--- src/inc/cic_pkg.sv ---
// Shared constants for the core interrupt control block.
package cic_pkg;

  // ****************************************************************
  // Widths
  // ****************************************************************
  localparam int ADDR_W = 12;
  localparam int IDX_W = 10;
  localparam int DATA_W = 32;
  localparam int REG_W = 8;
  localparam int PIN_W = 4;
  localparam int PER_W = 4;
  localparam int EVT_W = 7;
  localparam int VEC_W = 13;
  localparam int STRB_W = 4;

  // ****************************************************************
  // Register word indices, byte address is four times the index
  // ****************************************************************
  localparam logic [IDX_W-1:0] IDX_INTERRUPT_CONTROL_B0 = 10'h00b;
  localparam logic [IDX_W-1:0] IDX_INTERRUPT_CONTROL_B1 = 10'h08b;
  localparam logic [IDX_W-1:0] IDX_PIR = 10'h00c;
  localparam logic [IDX_W-1:0] IDX_STATUS = 10'h020;
  localparam logic [IDX_W-1:0] IDX_MASK = 10'h021;

  // ****************************************************************
  // Field positions
  // ****************************************************************
  localparam int GLOBAL_EN_BIT = 7;
  localparam int PERIPH_EN_BIT = 6;
  localparam int OVF_EN_BIT = 5;
  localparam int EXT_EN_BIT = 4;
  localparam int PORT_EN_BIT = 3;
  localparam int OVF_FLAG_BIT = 2;
  localparam int EXT_FLAG_BIT = 1;
  localparam int PORT_FLAG_BIT = 0;
  localparam int CONV_BIT = 6;
  localparam int CC_BIT = 2;
  localparam int T2_BIT = 1;
  localparam int T1_BIT = 0;
  localparam int ST_OVF = 0;
  localparam int ST_EXT = 1;
  localparam int ST_PORT = 2;
  localparam int ST_PER = 3;

  // ****************************************************************
  // Reset values, codes and counts
  // ****************************************************************
  localparam logic [REG_W-1:0] INTERRUPT_CONTROL_RST = 8'h00;
  localparam logic [REG_W-1:0] PIR_RST = 8'h00;
  localparam logic [REG_W-1:0] PIR_IMPL = 8'h47;
  localparam logic [EVT_W-1:0] STATUS_RST = 7'h00;
  localparam logic [EVT_W-1:0] MASK_RST = 7'h00;
  localparam logic [VEC_W-1:0] RESET_VECTOR = 13'h0000;
  localparam logic [VEC_W-1:0] IRQ_VECTOR = 13'h0004;
  localparam logic [1:0] RESP_OKAY = 2'h0;
  localparam logic [1:0] RESP_SLVERR = 2'h2;
  localparam logic [1:0] WARM_DONE = 2'h3;

endpackage : cic_pkg
--- src/inc/cic_link_if.sv ---
// Interface joining the pin synchroniser, the control logic and the vector logic.
`timescale 1ns/100ps
interface cic_link_if;
  logic ext_event;
  logic port_event;
  logic core_request;
  modport src (output ext_event, output port_event);
  modport ctl (input ext_event, input port_event, output core_request);
  modport vec (input core_request);
endinterface : cic_link_if

--- src/core/cic_core_irq.sv ---
// Interrupt enable and flag registers of the core, with an AXI4-Lite slave.
//
// The implementer's own choice: the AXI4-Lite slave port.
`timescale 1ns/100ps
module cic_core_irq
(
  input wire logic aclk,
  input wire logic aresetn,
  input wire logic clk_en,
  input wire logic [cic_pkg::ADDR_W-1:0] s_axi_awaddr,
  input wire logic s_axi_awvalid,
  output logic s_axi_awready,
  input wire logic [cic_pkg::DATA_W-1:0] s_axi_wdata,
  input wire logic [cic_pkg::STRB_W-1:0] s_axi_wstrb,
  input wire logic s_axi_wvalid,
  output logic s_axi_wready,
  output logic [1:0] s_axi_bresp,
  output logic s_axi_bvalid,
  input wire logic s_axi_bready,
  input wire logic [cic_pkg::ADDR_W-1:0] s_axi_araddr,
  input wire logic s_axi_arvalid,
  output logic s_axi_arready,
  output logic [cic_pkg::DATA_W-1:0] s_axi_rdata,
  output logic [1:0] s_axi_rresp,
  output logic s_axi_rvalid,
  input wire logic s_axi_rready,
  input wire logic external_irq_pin,
  input wire logic [cic_pkg::PIN_W-1:0] upper_port_pins,
  input wire logic timer0_overflow,
  input wire logic [cic_pkg::PER_W-1:0] periph_events,
  input wire logic [cic_pkg::PER_W-1:0] periph_enables,
  input wire logic irq_taken,
  output logic core_irq_request,
  output logic [cic_pkg::VEC_W-1:0] vector_addr,
  output logic vector_load,
  output logic irq
);
  import cic_pkg::*;

  // ****************************************************************
  // State
  // ****************************************************************
  typedef struct packed {
    logic awready;
    logic wready;
    logic bvalid;
    logic [1:0] bresp;
    logic arready;
    logic rvalid;
    logic [1:0] rresp;
    logic [DATA_W-1:0] rdata;
    logic have_aw;
    logic have_w;
    logic [IDX_W-1:0] aw_idx;
    logic [REG_W-1:0] wbyte;
    logic wen;
    logic [REG_W-1:0] interrupt_control;
    logic [REG_W-1:0] pir;
    logic [EVT_W-1:0] status;
    logic [EVT_W-1:0] mask;
    logic core_req;
    logic irq;
  } cic_state_t;

  cic_state_t st;
  cic_state_t next_st;

  cic_link_if link ();

  // ****************************************************************
  // Decoding helpers
  // ****************************************************************
  function automatic logic is_interrupt_control(input logic [IDX_W-1:0] idx);
    is_interrupt_control = (idx == IDX_INTERRUPT_CONTROL_B0) || (idx == IDX_INTERRUPT_CONTROL_B1);
  endfunction : is_interrupt_control

  function automatic logic is_mapped(input logic [IDX_W-1:0] idx);
    is_mapped = is_interrupt_control(idx) || (idx == IDX_PIR) || (idx == IDX_STATUS) || (idx == IDX_MASK);
  endfunction : is_mapped

  // Places the four peripheral lines at their flag positions.
  function automatic logic [REG_W-1:0] place_periph(input logic [PER_W-1:0] v);
    place_periph = '0;
    place_periph[T1_BIT] = v[0];
    place_periph[T2_BIT] = v[1];
    place_periph[CC_BIT] = v[2];
    place_periph[CONV_BIT] = v[3];
  endfunction : place_periph

  function automatic logic [REG_W-1:0] read_value(input logic [IDX_W-1:0] idx, input cic_state_t s);
    read_value = '0;
    if (is_interrupt_control(idx))
    begin
      read_value = s.interrupt_control;
    end
    else if (idx == IDX_PIR)
    begin
      read_value = s.pir;
    end
    else if (idx == IDX_STATUS)
    begin
      read_value = {1'b0, s.status};
    end
    else if (idx == IDX_MASK)
    begin
      read_value = {1'b0, s.mask};
    end
  endfunction : read_value

  // ****************************************************************
  // Next state
  // ****************************************************************
  logic do_write;
  logic rd_status;
  logic [EVT_W-1:0] events;
  logic periph_req;
  logic [IDX_W-1:0] ar_idx;

  assign ar_idx = s_axi_araddr[ADDR_W-1:2];

  always_comb
  begin
    next_st = st;
    do_write = 1'b0;
    rd_status = 1'b0;

    // Write address and data are taken independently, in either order.
    if (st.awready && s_axi_awvalid)
    begin
      next_st.awready = 1'b0;
      next_st.have_aw = 1'b1;
      next_st.aw_idx = s_axi_awaddr[ADDR_W-1:2];
    end
    if (st.wready && s_axi_wvalid)
    begin
      next_st.wready = 1'b0;
      next_st.have_w = 1'b1;
      next_st.wbyte = s_axi_wdata[REG_W-1:0];
      next_st.wen = s_axi_wstrb[0];
    end
    if (st.have_aw && st.have_w && !st.bvalid)
    begin
      next_st.have_aw = 1'b0;
      next_st.have_w = 1'b0;
      next_st.bvalid = 1'b1;
      next_st.bresp = is_mapped(st.aw_idx) ? RESP_OKAY : RESP_SLVERR;
      do_write = st.wen;
    end
    if (st.bvalid && s_axi_bready)
    begin
      next_st.bvalid = 1'b0;
      next_st.awready = 1'b1;
      next_st.wready = 1'b1;
    end

    // A read of the status word hands back its bits and clears them.
    if (st.arready && s_axi_arvalid)
    begin
      next_st.arready = 1'b0;
      next_st.rvalid = 1'b1;
      next_st.rdata = {{(DATA_W-REG_W){1'b0}}, read_value(ar_idx, st)};
      next_st.rresp = is_mapped(ar_idx) ? RESP_OKAY : RESP_SLVERR;
      rd_status = (ar_idx == IDX_STATUS);
    end
    if (st.rvalid && s_axi_rready)
    begin
      next_st.rvalid = 1'b0;
      next_st.arready = 1'b1;
    end

    // Software writes land first; a hardware event in the same cycle wins.
    if (do_write && is_interrupt_control(st.aw_idx))
    begin
      next_st.interrupt_control = st.wbyte;
    end
    if (do_write && (st.aw_idx == IDX_PIR))
    begin
      next_st.pir = st.wbyte;
    end
    if (do_write && (st.aw_idx == IDX_MASK))
    begin
      next_st.mask = st.wbyte[EVT_W-1:0];
    end
    next_st.interrupt_control[OVF_FLAG_BIT] = next_st.interrupt_control[OVF_FLAG_BIT] | timer0_overflow;
    next_st.interrupt_control[EXT_FLAG_BIT] = next_st.interrupt_control[EXT_FLAG_BIT] | link.ext_event;
    next_st.interrupt_control[PORT_FLAG_BIT] = next_st.interrupt_control[PORT_FLAG_BIT] | link.port_event;
    next_st.pir = (next_st.pir | place_periph(periph_events)) & PIR_IMPL;

    events = '0;
    events[ST_OVF] = timer0_overflow;
    events[ST_EXT] = link.ext_event;
    events[ST_PORT] = link.port_event;
    events[ST_PER +: PER_W] = periph_events;
    next_st.status = (rd_status ? STATUS_RST : st.status) | events;
    next_st.irq = |(next_st.status & next_st.mask);

    // Peripheral flags pass their own enables and then the group enable.
    periph_req = next_st.interrupt_control[PERIPH_EN_BIT]
      && |(next_st.pir & place_periph(periph_enables));
    next_st.core_req = next_st.interrupt_control[GLOBAL_EN_BIT]
      && ((next_st.interrupt_control[OVF_EN_BIT] && next_st.interrupt_control[OVF_FLAG_BIT])
      || (next_st.interrupt_control[EXT_EN_BIT] && next_st.interrupt_control[EXT_FLAG_BIT])
      || (next_st.interrupt_control[PORT_EN_BIT] && next_st.interrupt_control[PORT_FLAG_BIT])
      || periph_req);
  end

  // ****************************************************************
  // Registers
  // ****************************************************************
  // The enables leave reset cleared so that stale flags cannot raise a
  // request before software has tidied them up.
  always_ff @(posedge aclk)
  begin
    if (!aresetn)
    begin
      st <= '0;
      st.awready <= 1'b1;
      st.wready <= 1'b1;
      st.arready <= 1'b1;
      st.interrupt_control <= INTERRUPT_CONTROL_RST;
      st.pir <= PIR_RST;
      st.status <= STATUS_RST;
      st.mask <= MASK_RST;
    end
    else if (clk_en)
    begin
      st <= next_st;
    end
  end

  // ****************************************************************
  // Submodules
  // ****************************************************************
  cic_pin_sync u_pin_sync
  (
    .aclk(aclk),
    .aresetn(aresetn),
    .clk_en(clk_en),
    .external_irq_pin(external_irq_pin),
    .upper_port_pins(upper_port_pins),
    .link(link.src)
  );

  cic_vector u_vector
  (
    .aclk(aclk),
    .aresetn(aresetn),
    .clk_en(clk_en),
    .irq_taken(irq_taken),
    .link(link.vec),
    .vector_addr(vector_addr),
    .vector_load(vector_load)
  );

  // ****************************************************************
  // Outputs
  // ****************************************************************
  assign link.core_request = st.core_req;
  assign core_irq_request = st.core_req;
  assign irq = st.irq;
  assign s_axi_awready = st.awready;
  assign s_axi_wready = st.wready;
  assign s_axi_bvalid = st.bvalid;
  assign s_axi_bresp = st.bresp;
  assign s_axi_arready = st.arready;
  assign s_axi_rvalid = st.rvalid;
  assign s_axi_rresp = st.rresp;
  assign s_axi_rdata = st.rdata;

endmodule : cic_core_irq

--- src/core/cic_pin_sync.sv ---
// Pin synchroniser and event detector for the external and port change sources.
`timescale 1ns/100ps
module cic_pin_sync
(
  input wire logic aclk,
  input wire logic aresetn,
  input wire logic clk_en,
  input wire logic external_irq_pin,
  input wire logic [cic_pkg::PIN_W-1:0] upper_port_pins,
  cic_link_if.src link
);
  import cic_pkg::*;

  typedef struct packed {
    logic [1:0] warm;
    logic ext_s1;
    logic ext_s2;
    logic ext_prev;
    logic [PIN_W-1:0] port_s1;
    logic [PIN_W-1:0] port_s2;
    logic [PIN_W-1:0] port_prev;
    logic ext_event;
    logic port_event;
  } cic_sync_state_t;

  cic_sync_state_t st;
  cic_sync_state_t next_st;

  // Events are held off until the sampling chain is filled, so pins that
  // sit high at reset release do not report a false change.
  always_comb
  begin
    next_st = st;
    next_st.ext_s1 = external_irq_pin;
    next_st.ext_s2 = st.ext_s1;
    next_st.ext_prev = st.ext_s2;
    next_st.port_s1 = upper_port_pins;
    next_st.port_s2 = st.port_s1;
    next_st.port_prev = st.port_s2;
    if (st.warm != WARM_DONE)
    begin
      next_st.warm = st.warm + 2'h1;
    end
    next_st.ext_event = (st.warm == WARM_DONE) && st.ext_s2 && !st.ext_prev;
    next_st.port_event = (st.warm == WARM_DONE) && (st.port_s2 != st.port_prev);
  end

  always_ff @(posedge aclk)
  begin
    if (!aresetn)
    begin
      st <= '0;
    end
    else if (clk_en)
    begin
      st <= next_st;
    end
  end

  assign link.ext_event = st.ext_event;
  assign link.port_event = st.port_event;

endmodule : cic_pin_sync

--- src/core/cic_vector.sv ---
// Program address redirection for reset and for a taken interrupt.
`timescale 1ns/100ps
module cic_vector
(
  input wire logic aclk,
  input wire logic aresetn,
  input wire logic clk_en,
  input wire logic irq_taken,
  cic_link_if.vec link,
  output logic [cic_pkg::VEC_W-1:0] vector_addr,
  output logic vector_load
);
  import cic_pkg::*;

  typedef struct packed {
    logic [VEC_W-1:0] addr;
    logic load;
  } cic_vec_state_t;

  cic_vec_state_t st;
  cic_vec_state_t next_st;

  always_comb
  begin
    next_st = st;
    next_st.load = irq_taken && link.core_request;
    if (irq_taken && link.core_request)
    begin
      next_st.addr = IRQ_VECTOR;
    end
  end

  // Reset itself presents the start address with a load strobe.
  always_ff @(posedge aclk)
  begin
    if (!aresetn)
    begin
      st <= '{addr: RESET_VECTOR, load: 1'b1};
    end
    else if (clk_en)
    begin
      st <= next_st;
    end
  end

  assign vector_addr = st.addr;
  assign vector_load = st.load;

endmodule : cic_vector

--- config.mk ---
export PLATFORM = sky130hd
export DESIGN_NAME = cic_core_irq
export DESIGN_NICKNAME = d
export VERILOG_FILES = /design/src/inc/cic_pkg.sv /design/src/inc/cic_link_if.sv /design/src/core/cic_core_irq.sv /design/src/core/cic_pin_sync.sv /design/src/core/cic_vector.sv
export SDC_FILE = /design/constraint.sdc
export NUM_CORES = 1
export LEC_CHECK = 0
export BUFFER_PORTS_ARGS = -buffer_cell sky130_fd_sc_hd__buf_2
export CELL_PAD_IN_SITES_DETAIL_PLACEMENT = 1
export CELL_PAD_IN_SITES_GLOBAL_PLACEMENT = 2
export CORE_ASPECT_RATIO = 1.5
export CORE_MARGIN = 8
export CORE_UTILIZATION = 28
export CTS_CLUSTER_SIZE = 12
export DETAILED_ROUTE_END_ITERATION = 6
export PLACE_DENSITY_LB_ADDON = 0.1
export SETUP_SLACK_MARGIN = 0.15
export SYNTH_ARGS = -nofsm -noshare
export SYNTH_HDL_FRONTEND = slang
export SYNTH_SLANG_ARGS = --single-unit
--- constraint.sdc ---
create_clock -name aclk -period 2.7 [get_ports aclk]
set_input_delay 0.54 -clock aclk [delete_from_list [all_inputs] [get_ports aclk]]
set_output_delay 0.54 -clock aclk [all_outputs]
set_load 0.02 [all_outputs]
**Word level (Yosys, flattened, before mapping)**

Index checks and enable logic that the tools add are counted.

- Bits of input ports: 83
- Bits in registers: 87
- Logic and storage cells: 124

- Bitwise operators: 7
- Multiplexer cells: 21
- Equality and inequality tests: 13
- Reduce and logical (&&, ||, !) cells: 52
- Add/subtract/negate cells: 1

Operators by type and width:

| cell | number |
|---|---|
| 2-to-1 mux 7 bit | 6 |
| equality test 10 x 4 -> 1 bit, second input constant | 4 |
| equality test 10 x 6 -> 1 bit, second input constant | 4 |
| 2-to-1 mux 36 bit | 1 |
| AND reduction 2 bit | 12 |
| equality test 10 x 8 -> 1 bit, second input constant | 2 |
| logical AND 1 bit | 19 |
| 2-to-1 mux 8 bit | 2 |
| AND 7 bit | 2 |
| OR 7 bit | 2 |
| nonzero test 2 bit | 6 |
| logical OR 1 bit | 11 |
| 2-to-1 mux 2 bit | 4 |
| OR reduction 8 bit | 1 |
| OR reduction 7 bit | 1 |
| 2-to-1 mux 1 bit | 6 |
| 2-to-1 mux 3 bit | 2 |
| != test 4 bit | 1 |
| OR 1 bit | 3 |
| adder 2 x 1 -> 2 bit, second input constant | 1 |
| equality test 2 bit, second input constant | 1 |
| logical NOT 1 bit | 2 |
| != test 2 bit, second input constant | 1 |

**Logic depth before layout (Yosys ltp)**

Gate-level depths: netlist (run 1).

- Depth in word-level cells: 11
- Depth in mapped cells: 7

**Modules after synthesis**

From an unflattened synthesis (run 1), not the netlist that was laid out.

- Cell total of the unflattened synthesis: 487
- Area total of the unflattened synthesis: 4195.3 µm²

By module, submodules not included:

| module | area each (µm²) | instances | cells an instance |
|---|---|---|---|
| cic_core_irq | 3231.8 | 1 | 397 |
| cic_pin_sync | 797.0 | 1 | 70 |
| cic_vector | 166.4 | 1 | 20 |

**Worst setup path after synthesis (run 1)**

Ideal clock, no wire load.

- Kind: reg-to-reg
- Start point: register st[50] in the netlist's numbering
- End point: register st (netlist bit core_irq_request)
- Data required time: 2578 ps
- Cell stages (with the launch flop): 7
- Clock period less this slack: 1992 ps
- Slack: 708 ps
- Data arrival time: 1871 ps
- Buffers on the path: 1
- Cell sequence: dfxtp_1 -> or3b_4 -> or2_4 -> nor3_4 -> buf_6 -> o221ai_1 -> o311a_1

- Word-level cells in the longest chain between the ends: 10

Ends and longest elaborated chain:

| element | RTL line | source |
|---|---|---|
| start, declared | cic_core_irq.sv:65 | `cic_state_t st;` |
| start signal, assigned | cic_core_irq.sv:227 | `st <= next_st;` |
| branches (longest 9 deep; another with equality test 10 x 4 -> 1 bit) | n/a |  |
| logical AND 1 bit (*) | cic_core_irq.sv:201 | `&& ((next_st.interrupt_control[OVF_EN_BIT] && next_st.interrupt_control[OVF_FLAG_BIT])` |

Every way passes the cells marked *.
A chain may end at the register's enable or synchronous reset.

**Final worst setup path (run 1)**

- Start point: register st[42] in the netlist's numbering
- End point: register st (netlist bit irq)

- Word-level cells in the longest chain between the ends: 5

Ends and longest elaborated chain:

| element | RTL line | source |
|---|---|---|
| equality test 10 x 6 -> 1 bit | cic_core_irq.sv:180 | `if (do_write && (st.aw_idx == IDX_MASK))` |
| logical AND 1 bit | cic_core_irq.sv:180 |  |
| 2-to-1 mux 7 bit | cic_core_irq.sv:180 |  |
| AND 7 bit | cic_core_irq.sv:195 | `next_st.irq = \|(next_st.status & next_st.mask);` |
| OR reduction 7 bit | cic_core_irq.sv:195 |  |

No other way between the ends.

==> results of run 1 <==
-- cell families after synthesis --
family                     count (synthesis)  synth area share (%)
adders and majority gates                  1                 0.300
DFF                                       85                  40.8
other                                      1                0.0899
AOI/OAI and AO/OA                         99                  14.4
buffers and inverters                     77                  11.6
muxes                                     43                  10.3
xor gates and xnor gates                   5                  1.05
and+or+nand+nor                          186                  21.4
-- report_power, final --
group	internal, mW	total (mW)	switching (mW)
clock network	0.650	1.14	0.492
logic	0.114	0.319	0.205
registers	1.30	1.35	0.0440
-- stage by stage --
step / std cells / cell area, um^2 / hold slack, ns / util (%)
6_report: 753 / 4800 / 0.446 / 32.9
5_1_grt: 753 / 4800 / 0.446 / 32.9
3_3_place_gp: 737 / 4530 / 0.434 / 31.0
4_1_cts: 753 / 4800 / 0.437 / 32.9
3_5_place_dp: 737 / 4530 / 0.444 / 31.0
2_1_floorplan: 534 / 4310 / 0.432 / -
-- placed cells by master (no fill, tap or decap), drive strengths merged, types with 2 or more instances in the layout --
| master | count |
|---|---|
| or4b | 3 |
| o211ai | 2 |
| nand3 | 18 |
| a21oi | 49 |
| nand4b | 2 |
| a211oi | 6 |
| a22oi | 7 |
| nand2 | 59 |
| mux2i | 43 |
| inv | 6 |
| o21ai | 13 |
| nor4 | 4 |
| a21boi | 2 |
| xnor2 | 5 |
| clkbuf | 13 |
| nor2 | 63 |
| nor3 | 14 |
| and3 | 3 |
| buf | 78 |
| or2 | 5 |
| o22ai | 4 |
| clkinv | 2 |
| dfxtp | 85 |
| o21a | 5 |
| conb | 38 |
| nand3b | 2 |
| a21o | 3 |
| nand2b | 3 |
| nand4 | 2 |
| a311oi | 2 |
| a221oi | 3 |
-- how the worst max path moves through the flow --
stage | startpoint | to | slack, ns | cells past startpoint
final | st[42] | irq | 0.46 | 6
after detailed placement | s_axi_araddr[6] | irq | 0.20 | 7
after CTS | st[42] | irq | 0.41 | 6
after global routing | st[42] | irq | 0.28 | 6
after global placement | s_axi_araddr[6] | irq | 0.21 | 7
after floorplan | st[50] | core_irq_request | 0.71 | 6
-- per-layer routing --
layer | wire (um) | part of all wire (%) | track usage (%)
met3 | 592 | 4.7 | 2.51
met5 | 0 | 0 | 0
met1 | 5090 | 40 | 14.6
met4 | 174 | 1.4 | 3.97
met2 | 6730 | 53 | 24.3
-- sequential cells by signal (all words and copies together), names as in the netlist --
name,cells
core_irq_request,1
irq,1
s_axi_arready,1
s_axi_awready,1
s_axi_bresp,1
s_axi_bvalid,1
s_axi_rdata,8
s_axi_rresp,1
s_axi_rvalid,1
s_axi_wready,1
st,47
u_pin_sync.link.ext_event,1
u_pin_sync.link.port_event,1
u_pin_sync.next_st,10
u_pin_sync.st,7
u_vector.vector_addr,1
u_vector.vector_load,1
-- worst register-to-register path, cell delays in order, from the launching register on --
cell and delay, ns:
dfxtp_1 0.34, nor4_1 0.36, and4_1 0.61, mux2i_1 0.30, o22ai_1 0.10, nor4_1 0.34, nor2_1 0.08
-- final cells by class --
type | instances | area, um^2 | share of cell area (%)
multi-input combinational | 372 | 2120 | 44.2
timing repair buffer | 78 | 435 | 9.07
clock buffer | 13 | 250 | 5.22
clock inverter | 3 | 21.3 | 0.443
sequential | 85 | 1700 | 35.5
tap | 196 | 245 | 5.11
inverter | 6 | 22.5 | 0.469
==> impl_results.md, run 1 <==
- Outcome: finished, final reports clean
- Fin crit period: 2.24 ns
- Slew @ Worst Pin: 0.547 ns
- Worst r2r path cells: 6
- GR Util All Layers: 13.1%
- Via/cell ratio: between 4 and 5
- DP HPWL: 9.74 mm
- Fmax: 447 MHz
- Pre-CTS setup slack: 0.200 ns
- P&R area growth vs syn: 15.1%
- Hold Path End: u_pin_sync.next_st[7]
- Initial DRC count: 103
- Antenna diode count: 0
- Initial core utilization: 28.6%
- Top delay family on crit path: simple AND/OR/NAND/NOR gates
- Htree depth: 3
- Num rows: 54
- R2R Path End: irq
- Detail Route Antenna Nets: 0
- Register bit total from synthesis: 85
- Reg clk slew, reported paths: roughly 0.060 ns
- Clk root buf: clkbuf_16
- CTS tree: done
- Worst Path Required: 2.91 ns
- RD Place Congestion: 0.772
- Vias in the first global route: 3,566
- MaxCap Viol Count: 0
- Lkg Pwr: 1.99 nW
- Syn Inst Count: a little under 500
- Worst path max stage delay: 0.61 ns
- DIE AREA: 19,100 um^2
- Top_reg_cell synth: dfxtp_1
- Post-synth top area share: about 40%
- Area of the mapped netlist: 4170 um^2
- Crit start category: flip-flop
- Peak supply drop: 243 uV
- Antenna violations before repair: 0
- Power Density: roughly 600 nW/um^2
- Critical Path AT: about 2.5 ns
- Via count: 3,539
- Top cells by count, synth: dfxtp_1, nor2_1, nand2_1
- Max Slew Vio Count: 0
- CTS hold repair buffers: 0
- Die height: 165 um
- Final nets: around 640
- DRT Pass-1 Iters: 4
- HP Start: upper_port_pins[1]
- WP buf/inv: 0
- Total chip power: 2.81 mW
- Number of flops mapped to enable cells by yosys: 0
- Path category of the worst min-delay check: in2reg
- Setup violators final: 0
- Reg2reg setup slack: between 0.4 and 0.5 ns
- Asr flop ratio synth: 0%
- Cts repair resizes: 0
- Critical path class: reg2reg
- Core Footprint: 14,600 um^2
- Top cells by area, synth: dfxtp_1, mux2i_1, buf_4
- TritonCTS Sinks: between 80 and 90
- Total CTS buffers: 9
- Postcts setup bufs: 0
- Total global routing overflow: 0
- Rel. slew slack: 63.6%
- PnR worst setup slack: 0.463 ns
- Final worst path period share: 82.9%
- IO Pins: between 100 and 150
- Synth warn: 0
- Count of input and output buffers: 70
- Synthesized area per cell: 8.39 um^2
- Crit-path cells: nor4_1 > and4_1 > mux2i_1 > o22ai_1 > nor4_1 > nor2_1
- Global-route wire length before repair: 19.4 mm
- Most used cell, CP: nor4_1
- Final hold violation count: 0
- Largest net degree at the start of global routing: 57
- Critical R2R Launch: st[42]
- Clk_skew: 0.00775 ns
- Residual DRC count: 0
- Hold Path Depth: 3
- Most frequent cell after synthesis: dfxtp_1
- Number of unique standard cell types used by synthesis: 51
- RSZ-0062 raised after global routing: false
- Worst-path fanout max: 8
- Share of layout cells above drive strength 1: between 10% and 20%
- Drt total wl: approximately 13 mm
- CTS max path bufs: 2
- Setup TNS: 0 ns
- Synth area leader: dfxtp_1
- Wire per inst: between 15 and 20 um
- Seq/Total Area, Yosys: about 41%
- Worst skew pair latency: 0.33 ns
- CP endpoint kind: flip-flop
- FILL cells: between 1,500 and 2,000
- Slowest cell on crit path: and4_1
- DIE WIDTH: 116 um
No activity file was read; power rests on OpenSTA's default activity.
==> run 2, diff against run 1 <==
==> constraint.sdc (replaced) <==
create_clock -name aclk -period 2.1 [get_ports aclk]
set_input_delay 0.42 -clock aclk [delete_from_list [all_inputs] [get_ports aclk]]
set_output_delay 0.42 -clock aclk [all_outputs]
set_load 0.02 [all_outputs]
==> run 2 against run 1 <==
Effect of this change:
- sequential cell count is the same
- sequential share of layout area down 1.4 points
- first-iteration DRC count rose by 38%
- combinational power is 35% higher
- worst setup slack lost 0.37 ns
- highest routed layer unchanged
==> impl_results.md, run 2 (synthesized netlist as in run 1, its figures left out) <==
- Outcome: finished, final reports clean
- Fin crit period: 2.00 ns (-0.234 ns)
- RD Place Congestion: 0.744 (-3.7%)
- Via count: 3,563 (+0.68%)
- CTS hold repair buffers: 0 (unchanged)
- RSZ-0062 raised after global routing: true
- Antenna violations before repair: 0 (unchanged)
- Crit start category: flip-flop
- Path category of the worst min-delay check: in2reg
- Die height: 165 um (unchanged)
- Worst r2r path cells: 7 (+1)
- Drt total wl: 12.7 mm (+1.2%)
- Via/cell ratio: 4.64 (-1.3%)
- Antenna diode count: 0 (unchanged)
- DP HPWL: 9.69 mm (-0.56%)
- Initial DRC count: 142 (+38%)
- Total CTS buffers: 9 (unchanged)
- Most frequent cells in the layout: dfxtp_1, buf_2, nor2_1
- Core Footprint: 14,600 um^2 (unchanged)
- Total chip power: 3.70 mW (+32%)
- Final Instance Area: 5000 um^2 (+4.1%)
- CTS tree: done
- Wire per inst: 16.6 um (-0.73%)
- Max Slew Vio Count: 0 (unchanged)
- Critical path class: reg2reg
- Critical Path AT: 2.22 ns (-0.23 ns)
- Pre-CTS setup slack: -0.0373 ns (-0.237 ns)
- Reg clk slew, reported paths: 0.06 ns (about the same)
- Initial core utilization: 28.6% (unchanged)
- IO Pins: 140 (unchanged)
- Largest register FFs: 47 (unchanged)
- Residual DRC count: 0 (unchanged)
- Power Density: 740 nW/um^2 (+26%)
- Setup violators final: 0 (unchanged)
- MaxCap Viol Count: 0 (unchanged)
- Lkg Pwr: 2.09 nW (+5.1%)
- Num rows: 54 (unchanged)
- Final worst path period share: 95.4% (+13 points)
- Total global routing overflow: 0 (unchanged)
- Placed inst area: 4650 um^2 (+2.7%)
- Hold slack: 0.320 ns (-0.126 ns)
- Peak supply drop: 468 uV (+93%)
- Detail Route Antenna Nets: 0 (unchanged)
- CTS max path bufs: 2 (unchanged)
- Fmax: 499 MHz (+12%)
- Setup TNS: 0 ns (unchanged)
- Clk_skew: 0.00612 ns (-0.00162 ns)
- PnR worst setup slack: 0.0968 ns (-0.366 ns)
- DIE AREA: 19,100 um^2 (unchanged)
- Vias in the first global route: 3,734 (+4.7%)
- Global-route wire length before repair: 20.0 mm (+3.2%)
- DIE WIDTH: 116 um (unchanged)
- Largest net degree at the start of global routing: 54 (-5.3%)
- Htree depth: 3 (unchanged)
- Biggest register: st
- Worst-path fanout max: 7 (-1)
- DRT Pass-1 Iters: 4 (unchanged)
- Clk root buf: clkbuf_16
- GR Util All Layers: 13.4% (+0.30 points)
- P&R area growth vs syn: 19.8%
- Count of input and output buffers: 70 (unchanged)
- Hold Path Depth: 3 (unchanged)
- Commonest non-fill, non-tap cell in the layout: dfxtp_1
- Final nets: 651 (+2.4%)
- Share of layout cells above drive strength 1: 22.7% (+4.1 points)
- Final hold violation count: 0 (unchanged)
- Worst Path Required: 2.32 ns (-0.59 ns)
- TritonCTS Sinks: 85 (unchanged)
- CP endpoint kind: flip-flop
- Worst skew pair latency: 0.33 ns (about the same)
-- run 2: changes by cell type in the layout (fill, tap and decap cells not counted), moves of 3 or more --
cell / previous run / this run
buf_4: 6 / 16
nand2_2: 0 / 3
nand2_1: 59 / 56
buf_6: 0 / 3
-- run 2: final cells by class --
cell class | instances | area [um^2]
Sequential cell | 85 | 1700
Clock buffer | 12 | 256
Multi-Input combinational cell | 372 | 2150
Timing Repair Buffer | 93 | 584
Inverter | 6 | 22.5
Tap cell | 196 | 245
Fill cell | 1793 | 9600
Clock inverter | 4 | 32.5
-- run 2: final timing paths --
path                         from                to  slack (ns)
setup / recovery           st[42]  core_irq_request         0.1
hold / removal    s_axi_awaddr[3]            st[42]        0.32
setup reg to reg           st[42]  core_irq_request         0.1
hold reg to reg    s_axi_rresp[1]    s_axi_rresp[1]        0.45
-- run 2: worst max-delay path, stage by stage (launching register included) --
cell and delay (ns):
dfxtp_2 0.34, or4b_4 0.54, nor4_4 0.23, buf_6 0.17
mux2i_1 0.09, a21oi_2 0.15, a21oi_1 0.08, o311a_1 0.28
-- run 2: where the power goes --
part / internal [mW] / switching [mW] / leakage (nW)
Sequential: 1.68 / 0.0567 / 0.695
Clock: 0.871 / 0.660 / 0.135
Combinational: 0.160 / 0.271 / 1.26
-- run 2: metal layers --
| metal | track usage (%) | vias up | part of all wire, % |
|---|---|---|---|
| met4 | 4.44 | 0 | 1.5 |
| met3 | 2.99 | 13 | 5.2 |
| met5 | 0 | - | 0 |
| met2 | 24.4 | 79 | 52 |
| met1 | 15.0 | 1692 | 41 |
| li1 | - | 1779 | - |
-- run 2: repair_timing --
action | 4_1_cts | 5_1_grt
setup endpoints to repair | 2 | 10
hold endpoints to repair | 0 | 0
setup buffers | 1 | 1
resized for setup | 7 | 7
pin swaps | 1 | 4
-- run 2: per-stage QoR --
step                instances  utilization, %
CTS                       767            34.0
global placement          750            31.9
detailed placement        750            31.9
finish                    768            34.2
floorplan                 534               -
global route              768            34.2
